--- config.mk ---
export PLATFORM = sky130hd
export DESIGN_NAME = parallel_ports
export DESIGN_NICKNAME = d
export VERILOG_FILES = /design/src/pkg/port_pkg.sv /design/src/hdl/parallel_ports.sv /design/src/hdl/carrier_gen.sv
export SDC_FILE = /design/constraint.sdc
export NUM_CORES = 1
export LEC_CHECK = 0
export BUFFER_PORTS_ARGS = -buffer_cell sky130_fd_sc_hd__buf_2
export CORE_MARGIN = 1.5
export CORE_UTILIZATION = 54
export CTS_CLUSTER_SIZE = 28
export DETAILED_ROUTE_END_ITERATION = 16
export HOLD_SLACK_MARGIN = 0.03
export PLACE_DENSITY = 0.9
export SYNTH_ARGS = -nofsm -noshare
export SYNTH_HDL_FRONTEND = slang
export SYNTH_HIERARCHICAL = 1
export SYNTH_SLANG_ARGS = --single-unit
--- constraint.sdc ---
create_clock -name CLK -period 8.3 [get_ports CLK]
set_input_delay 0.415 -clock CLK [delete_from_list [all_inputs] [get_ports CLK]]
set_output_delay 0.415 -clock CLK [all_outputs]
set_load 0.05 [all_outputs]
--- src/pkg/port_pkg.sv ---
// constants and types for the three parallel ports and carrier generator
// assumes the cpu special-function-register bus runs on CLK at 125 MHz
package port_pkg;

  // ----------------------------------------------------------------
  // register offsets on the special-function-register bus
  // ----------------------------------------------------------------
  localparam logic [7:0] PORT_ZERO_LATCH_ADDR = 8'h80;
  localparam logic [7:0] PORT_ONE_LATCH_ADDR = 8'h90;
  localparam logic [7:0] CARRIER_PIN_SELECT_ADDR = 8'h9f;
  localparam logic [7:0] PORT_TWO_LATCH_ADDR = 8'ha0;
  localparam logic [7:0] PULLUP_DISABLE_ZERO_ADDR = 8'hb2;
  localparam logic [7:0] PULLUP_DISABLE_ONE_ADDR = 8'hb3;
  localparam logic [7:0] PULLUP_DISABLE_TWO_ADDR = 8'hb4;

  // ----------------------------------------------------------------
  // reset values and field layouts
  // ----------------------------------------------------------------
  localparam logic [7:0] LATCH_RESET = 8'hff;
  localparam logic [7:0] CONFIG_RESET = 8'h00;
  localparam logic [7:0] PULLUP_TWO_MASK = 8'h27;
  localparam logic [7:0] READ_ZERO = 8'h00;
  localparam int RESET_PIN_BIT = 5;

  // ----------------------------------------------------------------
  // carrier timing: half period count derived from the clock rate
  // ----------------------------------------------------------------
  localparam int CLK_HZ = 125000000;
  localparam int CARRIER_HZ = 38000;
  localparam int CARRIER_HALF_CYCLES = CLK_HZ / (2 * CARRIER_HZ);
  localparam int CARRIER_CNT_W = 11;
  localparam logic [CARRIER_CNT_W-1:0] CARRIER_HALF_LAST =
    CARRIER_CNT_W'(CARRIER_HALF_CYCLES - 1);

  // one cpu request on the sfr bus
  typedef struct packed {
    logic [7:0] addr;
    logic [7:0] wdata;
    logic wr;
    logic rd;
    logic rmw;
  } sfr_req_t;

  // per-port pin drive bundle
  typedef struct packed {
    logic [7:0] o;
    logic [7:0] oe;
  } pin_drive_t;

endpackage

--- src/hdl/parallel_ports.sv ---
// three parallel ports with pull-up control and 38 kHz carrier steering
// assumes cpu strobes are synchronous to CLK; pins arrive asynchronously
`timescale 1ns/1ps
module parallel_ports (
  input wire logic CLK,
  input wire logic RST_N,
  input wire port_pkg::sfr_req_t SFR_REQ,
  output logic [7:0] SFR_RDATA,
  output logic SFR_RVALID,
  input wire logic CARRIER_GLOBAL_ENABLE,
  input wire logic [7:0] PERIPH_OWN_ZERO,
  input wire logic [7:0] PERIPH_OWN_ONE,
  input wire logic [7:0] PERIPH_OWN_TWO,
  input wire logic [7:0] PERIPH_OUT_ZERO,
  input wire logic [7:0] PERIPH_OUT_ONE,
  input wire logic [7:0] PERIPH_OUT_TWO,
  input wire logic [7:0] PIN_IN_ZERO,
  input wire logic [7:0] PIN_IN_ONE,
  input wire logic [7:0] PIN_IN_TWO,
  output logic [7:0] PIN_OUT_ZERO,
  output logic [7:0] PIN_OE_ZERO,
  output logic [7:0] PIN_OUT_ONE,
  output logic [7:0] PIN_OE_ONE,
  output logic [7:0] PIN_OUT_TWO,
  output logic [7:0] PIN_OE_TWO,
  output logic [7:0] PULLUP_ON_ZERO,
  output logic [7:0] PULLUP_ON_ONE,
  output logic [7:0] PULLUP_ON_TWO,
  output logic [7:0] PIN_SAMPLED_ZERO
);

  // ----------------------------------------------------------------
  // reset release
  // ----------------------------------------------------------------
  logic rst_a_q, rst_b_q;
  logic rst_n;

  always_ff @(posedge CLK or negedge RST_N) begin
    if (!RST_N) begin
      rst_a_q <= 1'b0;
      rst_b_q <= 1'b0;
    end else begin
      rst_a_q <= 1'b1;
      rst_b_q <= rst_a_q;
    end
  end
  assign rst_n = rst_b_q;

  // ----------------------------------------------------------------
  // pin input sampling: three stages, change taken when 2nd and 3rd agree
  // ----------------------------------------------------------------
  logic [23:0] pin_s1_q, pin_s2_q, pin_s3_q, pin_lvl_q;
  wire [23:0] pin_raw = {PIN_IN_TWO, PIN_IN_ONE, PIN_IN_ZERO};
  wire [23:0] pin_agree = ~(pin_s2_q ^ pin_s3_q);

  always_ff @(posedge CLK or negedge rst_n) begin
    if (!rst_n) begin
      pin_s1_q <= '1;
      pin_s2_q <= '1;
      pin_s3_q <= '1;
      pin_lvl_q <= '1;
    end else begin
      pin_s1_q <= pin_raw;
      pin_s2_q <= pin_s1_q;
      pin_s3_q <= pin_s2_q;
      pin_lvl_q <= (pin_agree & pin_s3_q) | (~pin_agree & pin_lvl_q);
    end
  end

  // ----------------------------------------------------------------
  // register decode
  // ----------------------------------------------------------------
  function automatic logic hit(input port_pkg::sfr_req_t r, input logic [7:0] a);
    hit = (r.addr == a);
  endfunction

  wire wr = SFR_REQ.wr;
  wire wr_p0 = wr && hit(SFR_REQ, port_pkg::PORT_ZERO_LATCH_ADDR);
  wire wr_p1 = wr && hit(SFR_REQ, port_pkg::PORT_ONE_LATCH_ADDR);
  wire wr_p2 = wr && hit(SFR_REQ, port_pkg::PORT_TWO_LATCH_ADDR);
  wire wr_sel = wr && hit(SFR_REQ, port_pkg::CARRIER_PIN_SELECT_ADDR);
  wire wr_pd0 = wr && hit(SFR_REQ, port_pkg::PULLUP_DISABLE_ZERO_ADDR);
  wire wr_pd1 = wr && hit(SFR_REQ, port_pkg::PULLUP_DISABLE_ONE_ADDR);
  wire wr_pd2 = wr && hit(SFR_REQ, port_pkg::PULLUP_DISABLE_TWO_ADDR);

  // ----------------------------------------------------------------
  // configuration and latch registers
  // ----------------------------------------------------------------
  logic [7:0] latch0_q, latch1_q, latch2_q;
  logic [7:0] carrier_select_bits_q;
  logic [7:0] pd0_q, pd1_q, pd2_q;

  // latches load straight from the data bus on a write strobe
  always_ff @(posedge CLK or negedge rst_n) begin
    if (!rst_n) begin
      latch0_q <= port_pkg::LATCH_RESET;
      latch1_q <= port_pkg::LATCH_RESET;
      latch2_q <= port_pkg::LATCH_RESET;
    end else begin
      if (wr_p0) latch0_q <= SFR_REQ.wdata;
      if (wr_p1) latch1_q <= SFR_REQ.wdata;
      if (wr_p2) latch2_q <= SFR_REQ.wdata;
    end
  end

  // pull-up disables and carrier select clear at reset, so pull-ups start on
  always_ff @(posedge CLK or negedge rst_n) begin
    if (!rst_n) begin
      carrier_select_bits_q <= port_pkg::CONFIG_RESET;
      pd0_q <= port_pkg::CONFIG_RESET;
      pd1_q <= port_pkg::CONFIG_RESET;
      pd2_q <= port_pkg::CONFIG_RESET;
    end else begin
      if (wr_sel) carrier_select_bits_q <= SFR_REQ.wdata;
      if (wr_pd0) pd0_q <= SFR_REQ.wdata;
      if (wr_pd1) pd1_q <= SFR_REQ.wdata;
      // reserved bits are stored and read back but steer nothing
      if (wr_pd2) pd2_q <= SFR_REQ.wdata;
    end
  end

  // ----------------------------------------------------------------
  // carrier generation and per-pin steering
  // ----------------------------------------------------------------
  logic wave;

  carrier_gen u_carrier (
    .clk(CLK),
    .rst_n(rst_n),
    .wave(wave)
  );

  // global enable comes from the general configuration register outside
  logic gen_s1_q, gen_s2_q;
  always_ff @(posedge CLK or negedge rst_n) begin
    if (!rst_n) begin
      gen_s1_q <= 1'b0;
      gen_s2_q <= 1'b0;
    end else begin
      gen_s1_q <= CARRIER_GLOBAL_ENABLE;
      gen_s2_q <= gen_s1_q;
    end
  end
  // two-cycle lag only; the enable is cpu-written on CLK, two stages keep it tidy
  wire carrier_on = gen_s2_q;

  // select bit mapping onto the port pins
  wire [7:0] sel = carrier_select_bits_q;
  wire [7:0] mod0 = {sel[2], 1'b0, sel[1], 1'b0, sel[0], sel[3], 2'b00};
  wire [7:0] mod1 = {1'b0, sel[7], sel[6], sel[5], 2'b00, sel[4], 1'b0};
  wire [7:0] cw = {8{carrier_on & wave}};

  // level the pin would carry from the latch, carrier folded in on ports 0 and 1 only
  wire [7:0] lvl0 = latch0_q ^ (mod0 & cw);
  wire [7:0] lvl1 = latch1_q ^ (mod1 & cw);
  wire [7:0] lvl2 = latch2_q;

  // peripheral ownership overrides the port latch
  wire [7:0] src0 = (PERIPH_OWN_ZERO & PERIPH_OUT_ZERO) | (~PERIPH_OWN_ZERO & lvl0);
  wire [7:0] src1 = (PERIPH_OWN_ONE & PERIPH_OUT_ONE) | (~PERIPH_OWN_ONE & lvl1);
  wire [7:0] src2 = (PERIPH_OWN_TWO & PERIPH_OUT_TWO) | (~PERIPH_OWN_TWO & lvl2);

  // pull-up enables: port 2 only has three pins plus the reset pin
  wire [7:0] pu0 = ~pd0_q;
  wire [7:0] pu1 = ~pd1_q;
  wire [7:0] pu2 = ~pd2_q & port_pkg::PULLUP_TWO_MASK;

  // low is always driven; high is left to the pull-up, or floats when it is
  // off, so a disabled pull-up never actively drives the pin high
  wire [7:0] oe0 = ~src0;
  wire [7:0] oe1 = ~src1;
  wire [7:0] oe2 = ~src2 & port_pkg::PULLUP_TWO_MASK;

  always_ff @(posedge CLK or negedge rst_n) begin
    if (!rst_n) begin
      PIN_OUT_ZERO <= '0;
      PIN_OUT_ONE <= '0;
      PIN_OUT_TWO <= '0;
      PIN_OE_ZERO <= '0;
      PIN_OE_ONE <= '0;
      PIN_OE_TWO <= '0;
      PULLUP_ON_ZERO <= '1;
      PULLUP_ON_ONE <= '1;
      PULLUP_ON_TWO <= port_pkg::PULLUP_TWO_MASK;
    end else begin
      PIN_OUT_ZERO <= '0;
      PIN_OUT_ONE <= '0;
      PIN_OUT_TWO <= '0;
      PIN_OE_ZERO <= oe0;
      PIN_OE_ONE <= oe1;
      PIN_OE_TWO <= oe2;
      PULLUP_ON_ZERO <= pu0;
      PULLUP_ON_ONE <= pu1;
      PULLUP_ON_TWO <= pu2;
    end
  end

  // ----------------------------------------------------------------
  // read path: latch for read-modify-write, pins otherwise
  // ----------------------------------------------------------------
  wire rd = SFR_REQ.rd;
  wire use_latch = SFR_REQ.rmw;
  wire [7:0] rd_p0 = use_latch ? latch0_q : pin_lvl_q[7:0];
  wire [7:0] rd_p1 = use_latch ? latch1_q : pin_lvl_q[15:8];
  wire [7:0] rd_p2 = use_latch ? latch2_q : pin_lvl_q[23:16];

  logic [7:0] rd_mux;
  always_comb begin
    rd_mux = port_pkg::READ_ZERO;
    case (SFR_REQ.addr)
      port_pkg::PORT_ZERO_LATCH_ADDR: rd_mux = rd_p0;
      port_pkg::PORT_ONE_LATCH_ADDR: rd_mux = rd_p1;
      port_pkg::PORT_TWO_LATCH_ADDR: rd_mux = rd_p2;
      port_pkg::CARRIER_PIN_SELECT_ADDR: rd_mux = carrier_select_bits_q;
      port_pkg::PULLUP_DISABLE_ZERO_ADDR: rd_mux = pd0_q;
      port_pkg::PULLUP_DISABLE_ONE_ADDR: rd_mux = pd1_q;
      port_pkg::PULLUP_DISABLE_TWO_ADDR: rd_mux = pd2_q;
      default: rd_mux = port_pkg::READ_ZERO;
    endcase
  end

  // answer one cycle after the request; unmapped addresses read zero
  always_ff @(posedge CLK or negedge rst_n) begin
    if (!rst_n) begin
      SFR_RDATA <= '0;
      SFR_RVALID <= 1'b0;
      PIN_SAMPLED_ZERO <= '1;
    end else begin
      SFR_RVALID <= rd;
      if (rd) SFR_RDATA <= rd_mux;
      PIN_SAMPLED_ZERO <= pin_lvl_q[7:0];
    end
  end
endmodule

--- src/hdl/carrier_gen.sv ---
// divides CLK down to a continuous 50 percent 38 kHz square wave
// assumes the reset it receives is already synchronised to CLK
`timescale 1ns/1ps
module carrier_gen (
  input wire logic clk,
  input wire logic rst_n,
  output logic wave
);

  logic [port_pkg::CARRIER_CNT_W-1:0] cnt_q;
  logic wave_q;
  wire half_done = (cnt_q == port_pkg::CARRIER_HALF_LAST);

  // free-running divider so the wave never stalls between uses
  always_ff @(posedge clk or negedge rst_n) begin
    if (!rst_n) begin
      cnt_q <= '0;
      wave_q <= 1'b0;
    end else if (half_done) begin
      cnt_q <= '0;
      wave_q <= ~wave_q;
    end else begin
      cnt_q <= cnt_q + 1'b1;
    end
  end

  assign wave = wave_q;
endmodule

-- Word level (Yosys, flattened, before mapping)
Cells that the tools add are included.
W data, S select, Z words.
- output and inout bits: 89
- input port bits: 94
- word-level logic and storage cells: 77
- register bits after elaboration: 225
- add/sub/neg operators: 1
- mux-type cells: 5
- bitwise operators: 30
- reduce and logical (&&, ||, !) cells: 7
- equal/unequal tests: 8
- operator list (cell ; number):
    $eq A8 B8 Y1 const B ; 7
    $pmux W8 S7 ; 1
    $and A24 B24 Y24 ; 2
    $not A24 Y24 ; 2
    $not A8 Y8 ; 6
    $and A8 B8 Y8 ; 5
    $mux W8 ; 3
    $or A24 B24 Y24 ; 1
    $xor A24 B24 Y24 ; 1
    $not A6 Y6 ; 3
    $or A8 B8 Y8 ; 2
    $xor A8 B8 Y8 ; 2
    $and A6 B6 Y6 ; 2
    $add A11 B1 Y11 const B ; 1
    $eq A11 B11 Y1 const B ; 1
    $mux W11 ; 1
    $and A7 B8 Y8 ; 1
    $logic_and A1 B1 Y1 ; 7
    $or A6 B6 Y6 ; 1
    $and A1 B1 Y1 ; 1
    $not A1 Y1 ; 1

-- Logic depth before layout (Yosys ltp)
Gate-level depths: netlist (run 1).
- depth after elaboration: 6
- mapped depth: 6
- depth with buffers taken out: 4

-- By module
The synthesis (run 1) kept the hierarchy.
- by module, submodules not included (module ; area each (µm²) ; cells an instance ; instances ; seq. area each (µm²)):
    parallel_ports ; 7901.3 ; 505 ; 1 ; 5515.3
    carrier_gen ; 553.0 ; 50 ; 1 ; 300.3

-- Worst setup path after synthesis (run 1)
No wires, ideal clock.
- path type: input to register
- from: input SFR_REQ[14] (netlist name)
- to: register pd0_q[0]
- stages on the path: 6
- buffers on the path: 2
- setup time: 0.125 ns
- slack: 6.323 ns
- arrival: 1.852 ns
- required time: 8.175 ns
- cells stage by stage: nor4b_1 > and4_1 > buf_2 > and3b_1 > buf_2 > mux2_2
- longest elaborated chain between the ends: 2
- RTL lines (element ; line ; text):
    from (decl) ; parallel_ports.sv:7 ; input wire port_pkg::sfr_req_t SFR_REQ,
    $eq A8 B8 Y1 ; parallel_ports.sv:74 ; hit = (r.addr == a);
    $logic_and A1 B1 Y1 ; parallel_ports.sv:82 ; wire wr_pd0 = wr && hit(SFR_REQ, port_pkg::PULLUP_DISABLE_ZERO_ADDR);
    to (signal assigned) ; parallel_ports.sv:110 ; pd0_q <= port_pkg::CONFIG_RESET;
    to (signal assigned) ; parallel_ports.sv:115 ; if (wr_pd0) pd0_q <= SFR_REQ.wdata;
    to (decl) ; parallel_ports.sv:91 ; logic [7:0] pd0_q, pd1_q, pd2_q;
No other way between the ends.
A chain may end at the register's enable or synchronous reset.

-- Final worst setup path (run 1)
- from: input SFR_REQ[11] (netlist name)
- to: register SFR_RDATA[1]
- longest elaborated chain between the ends: 2
- elaborated cells between the ends (all ways): 8
- those cells by class: eq/ne (7); mux (1)
- RTL lines (element ; line ; text):
    $eq A8 B8 Y1 ; parallel_ports.sv:210 ; case (SFR_REQ.addr)
    $pmux W8 S7 (*) ; parallel_ports.sv:210 ;
    to (signal assigned) ; parallel_ports.sv:230 ; if (rd) SFR_RDATA <= rd_mux;
    to (decl) ; parallel_ports.sv:8 ; output logic [7:0] SFR_RDATA,
Every way passes the cells marked *; elsewhere a longest branch is shown, timed or not.

==> results of run 1 <==
## synthesized netlist by cell type, drive strengths merged, types with 3 or more instances
master	instances
maj3	24
nand4	5
a32oi	8
buf	37
nor4b	4
o31ai	3
or4	3
o21ai	10
mux2	64
dfrtp	77
clkbuf	9
xor2	12
a21boi	3
a222oi	5
a22oi	11
a21oi	12
dfstp	148
nor2	15
mux2i	12
nand2	29
mux4	8
nand3	13
inv	21
## logic make-up after synthesis
group	after synthesis	synth area share (%)
flops	225	68.8
xor+xnor	14	1.45
buf+inv	67	4.47
compound gates	54	4.41
simple gates	84	5.73
fa+ha+maj	25	2.99
mux	84	12.1
other cells	2	0.0888
## power by group through the flow
stage | combinational, uW | sequential [uW] | clock [uW]
after floorplan | 96.0 | 1290 | 0
after global placement | 196 | 1240 | 0
after detailed placement | 202 | 1240 | 0
after CTS | 212 | 1230 | 1050
after global routing | 225 | 1230 | 1100
final | 211 | 1230 | 1030
## worst paths after layout
check / startpoint / end / slack (ns) / cells past startpoint
worst max-delay path: SFR_REQ[11] / SFR_RDATA[1]$_DFFE_PN0P_ / 5.85 / 5
worst min-delay path: SFR_REQ[1] / SFR_RVALID$_DFF_PN0_ / 0.05 / 1
worst max register to register: rst_b_q$_DFF_PN0_ / pd1_q[6]$_DFFE_PN0P_ / 6.45 / 1
worst min register to register: pin_s1_q[18]$_DFF_PN1_ / pin_s2_q[18]$_DFF_PN1_ / 0.35 / 0
max in group asynchronous: rst_b_q$_DFF_PN0_ / pd1_q[6]$_DFFE_PN0P_ / 6.45 / 1
min in group asynchronous: RST_N / rst_b_q$_DFF_PN0_ / 0.23 / 2
## layer usage
metal  vias to the layer above  routed length, um  global-route usage, %  share of wire [%]
met5                         -                  0                      0                  0
met4                         0                414                   7.07                2.4
met3                        36                900                   3.13                5.2
met2                       208               8760                   36.9                 51
met1                      2594               7210                   29.3                 42
li1                       2247                  -                      -                  -
## metrics by stage
stage | setup slack (ns) | instances | cell area (um^2)
3_3_place_gp | 5.73 | 896 | 9270
5_1_grt | 5.81 | 964 | 10300
3_5_place_dp | 5.61 | 896 | 9270
4_1_cts | 5.94 | 963 | 10300
6_report | 5.85 | 964 | 10300
2_1_floorplan | 1.82 | 586 | 8570
## cell type report
cell class	instances	area [um^2]
clock inverter	12	145
inverter	21	78.8
multi-input combinational	294	2380
timing repair buffer	171	993
sequential	225	5820
fill	1052	4960
tap	211	264
clock buffer	30	622
==> metrics, run 1 <==
CTS Buf Count 23; Vias/cell 5.27; final design utilization ~68%; synthesis-to-finish area growth 21.8%; Tcrit/Tclk final between 20 and 30%; drt pass-1 iters 5; GRT Util Overall 21.8%; first-pass GRT wire length 27,600 um; H-tree lvl count 1; type of the tightest min-delay check in -> reg; DIE WIDTH 128 um; Cell variety after synth between 40 and 50; power per cell area about 240 mW/mm^2; most frequent cells in the layout dfstp_2, buf_2, dfrtp_1; Arr. time, crit path 2.87 ns; register bit total from synthesis between 200 and 250; cell row count 45; Synthesis Warnings 6; top_reg_cell synth dfstp_2; CORE AREA around 0.015 mm^2; number of max-cap violations 0; vias in the first global route around 5,300; Setup Buffers After CTS 0; Comb pwr share 8.6%; crit start category input port; Avg WL per Cell 17.9 um; crit path cell chain buf_2 -> or4_4 -> nor3_1 -> a21boi_0 -> a32oi_1; via count slightly above 5,000; unrepaired setup endpoints after global routing no; Leak between 0.004 and 0.005 uW; Net Sw Power 587 uW; initial antenna violation count 0; hold slack roughly 0.052 ns; I/O Buffers 142; hpwl dp between 10,000 and 15,000 um; hold_buf cts 25; crit path max-delay cell type nor3_1; clk_lat worst skew about 0.51 ns; Final setup viols 0; TritonCTS clock tree done; Max VDD drop 0.140 mV; DRC viols 0; Die ar. roughly 0.016 mm^2; Post-synth ARST share 100%; IO Pins between 150 and 200; most common cell after layout, fill and taps aside dfstp_2; GPL Wtd Cong 0.835; Initial Util a little under three fifths; Synth area leader dfstp_2; fraction of layout cells with a size suffix above 1 between 50% and 60%; Vert. Die Dim 128 um; type of the worst setup path in -> reg; sw frac about a quarter; Antenna Cells 0; Crit. End Element flip-flop; grt ovf 0; CTS Sinks ~230; status finished clean; Critical Path RT roughly 8.7 ns; Post-Route WL between 15,000 and 20,000 um; FMAX approximately 410 MHz; Cell Int Power 1880 uW; cell family with most CP delay simple AND/OR/NAND/NOR gates; worst-path maximum fanout 22; fin crit period 2.45 ns; Power Total approximately 2500 uW; Reg power frac roughly half; Worst Path Buf+Inv 1; Post-Route Skew between 0.015 and 0.02 ns; Final Max Slew Viols 0; clock group share of total power between 40% and 50%; Net count, final between 800 and 900; Tightest Pin Transition ~1.3 ns; clock slew at reported path FFs approximately 0.060 ns; largest net degree at the start of global routing 84; final hold vios 0; Mapped Area between 0.008 and 0.009 mm^2; clk root buf clkbuf_16; Syn Area/Cell 15.2 um^2; Routed Antenna Nets 0; Seq/Total Area, Yosys between 60 and 70%; EDFF count, synth 0; Longest Clk Path Bufs 3; top post-synthesis cells by area dfstp_2, dfrtp_1, mux2_2; share of the synthesized area in the top cell type 46.0%; setup_tns 0 ns; crit-path max cell delay a little over 1 ns; Max-Slew Margin vs Limit between 10% and 20%; cts repair resizes 0; initial DRC count around 380; Cells after Synth 555
Note: power is estimated with default switching activity, not from simulation.
==> run 2, diff against run 1 <==
clock period = 2.4 ns   (was 8.3 ns; I/O delays follow)
==> metrics, run 2 (synthesis gave the netlist of run 1 again) <==
setup_tns 0 ns; I/O Buffers roughly 140; Net count, final 889; drt pass-1 iters 6; unrepaired setup endpoints after global routing no; pre-CTS setup slack approximately 0.28 ns; met3 GRT Util 4.63%; fraction of layout cells with a size suffix above 1 around half; FMAX 533 MHz; hold_buf cts 76; M1 GR Usage between 20% and 30%; CORE AREA 0.0153 mm^2; Vert. Die Dim about 130 um; PnR worst setup slack approximately 0.52 ns; power per cell area approximately 770 mW/mm^2; RR Startpoint u_carrier/wave$_DFFE_PN0N_; fin crit period 1.88 ns; Hold Path Stages 3; final design utilization ~70%; min-delay src SFR_REQ[2]; final hold vios 0; type of the tightest min-delay check in -> reg; cell row count 45; Power Total 8280 uW; Tcrit/Tclk final 78.1%; clock slew at reported path FFs approximately 0.060 ns; number of max-cap violations 0; IO Pins 183; TritonCTS clock tree done; clk root buf clkbuf_16; vias in the first global route approximately 5,900; clk_lat worst skew ~0.49 ns; Max VDD drop between 0.4 and 0.5 mV; first-pass GRT wire length 30,000 um; initial antenna violation count 0; Die ar. approximately 0.016 mm^2; RR Endpoint PIN_OE_ONE[4]$_DFF_PN0_; Setup Buffers After CTS 0; FF-to-FF path depth 5; Max-Slew Margin vs Limit between 5 and 6%; Avg WL per Cell 18.4 um; fillers 988; hpwl dp around 12,000 um; cts repair resizes 0; Tightest Pin Transition ~1.4 ns; Routed Antenna Nets 0; CTS Buf Count 22; Post-Route Skew 0.0152 ns; Crit. End Element flip-flop; type of the worst setup path in -> reg; Vias/cell roughly 5.3; beginning of the critical path SFR_REQ[11]; grt ovf 0; CTS Sinks about 230; largest net degree at the start of global routing 74; GPL Wtd Cong 0.839; met2 usage between 40% and 50%; Initial Util a little under three fifths; worst-path maximum fanout 22; via count 5,390; GR peak layer met2; Final Max Slew Viols 0; Final setup viols 0; Antenna Cells 0; Critical Path RT 2.70 ns; Placed Area about 0.0094 mm^2; Arr. time, crit path ~2.2 ns; crit start category input port; Post-Route WL 18,800 um; H-tree lvl count 1; Longest Clk Path Bufs 3; Leak ~0.0046 uW; status finished clean; setup slack, reg-to-reg between 0.5 and 0.6 ns; most common cell after layout, fill and taps aside dfstp_2; GRT Util Overall about a quarter; Worst Hold Endpoint latch1_q[6]$_DFFE_PN1P_; most frequent cells in the layout dfstp_2, buf_2, dfrtp_1, dlygate4sd3_1, mux2_2; synthesis-to-finish area growth 28.0%; DRC viols 0; final instance area ~0.011 mm^2; DIE WIDTH 128 um; initial DRC count 367
==> run 2: final cells by class <==
type	instances	area (um^2)	area share (%)
flip-flops and latches	225	5820	53.8
clock buffers	34	657	6.07
inverters	21	78.8	0.729
clock inverters	6	30.0	0.278
well taps	211	264	2.44
repair buffers	230	1590	14.7
multi-input cells	294	2380	22.0
==> run 2: worst max-delay path by stage <==
stage,cells past startpoint,endpoint,slack (ns)
CTS,5,PIN_OE_ZERO[3]$_DFF_PN0_,0.67
global placement,5,SFR_RDATA[3]$_DFFE_PN0P_,0.37
floorplan,0,PIN_OE_ONE[0]$_DFF_PN0_,0.20
detailed placement,5,SFR_RDATA[4]$_DFFE_PN0P_,0.28
finish,5,SFR_RDATA[3]$_DFFE_PN0P_,0.52
global route,5,PIN_OE_ZERO[3]$_DFF_PN0_,0.47
==> run 2: worst max-delay path: stages <==
cell and delay (ns):
buf_2 0.32, nor2_1 0.15, nor4bb_2 0.21, o31ai_1 1.15, a32oi_1 0.21
==> run 2: power by group <==
part	switching [uW]	internal, uW	leakage [uW]
Clock	1340	1880	0.000344
Combinational	527	295	0.00178
Sequential	123	4110	0.00253
Total	1990	6290	0.00465
==> run 2: per-layer routing <==
| metal | wire length (um) | vias to the layer above |
|---|---|---|
| li1 | - | 2361 |
| met1 | 7220 | 2706 |
| met2 | 9500 | 254 |
| met3 | 1270 | 69 |
| met4 | 801 | 0 |
| met5 | 0 | - |
==> run 2: metrics by stage <==
stage / hold slack [ns] / cells
global route: 0.142 / 1021
finish: 0.150 / 1021
detailed placement: -0.0913 / 905
floorplan: -0.176 / 586
CTS: 0.121 / 1021
global placement: -0.0945 / 905
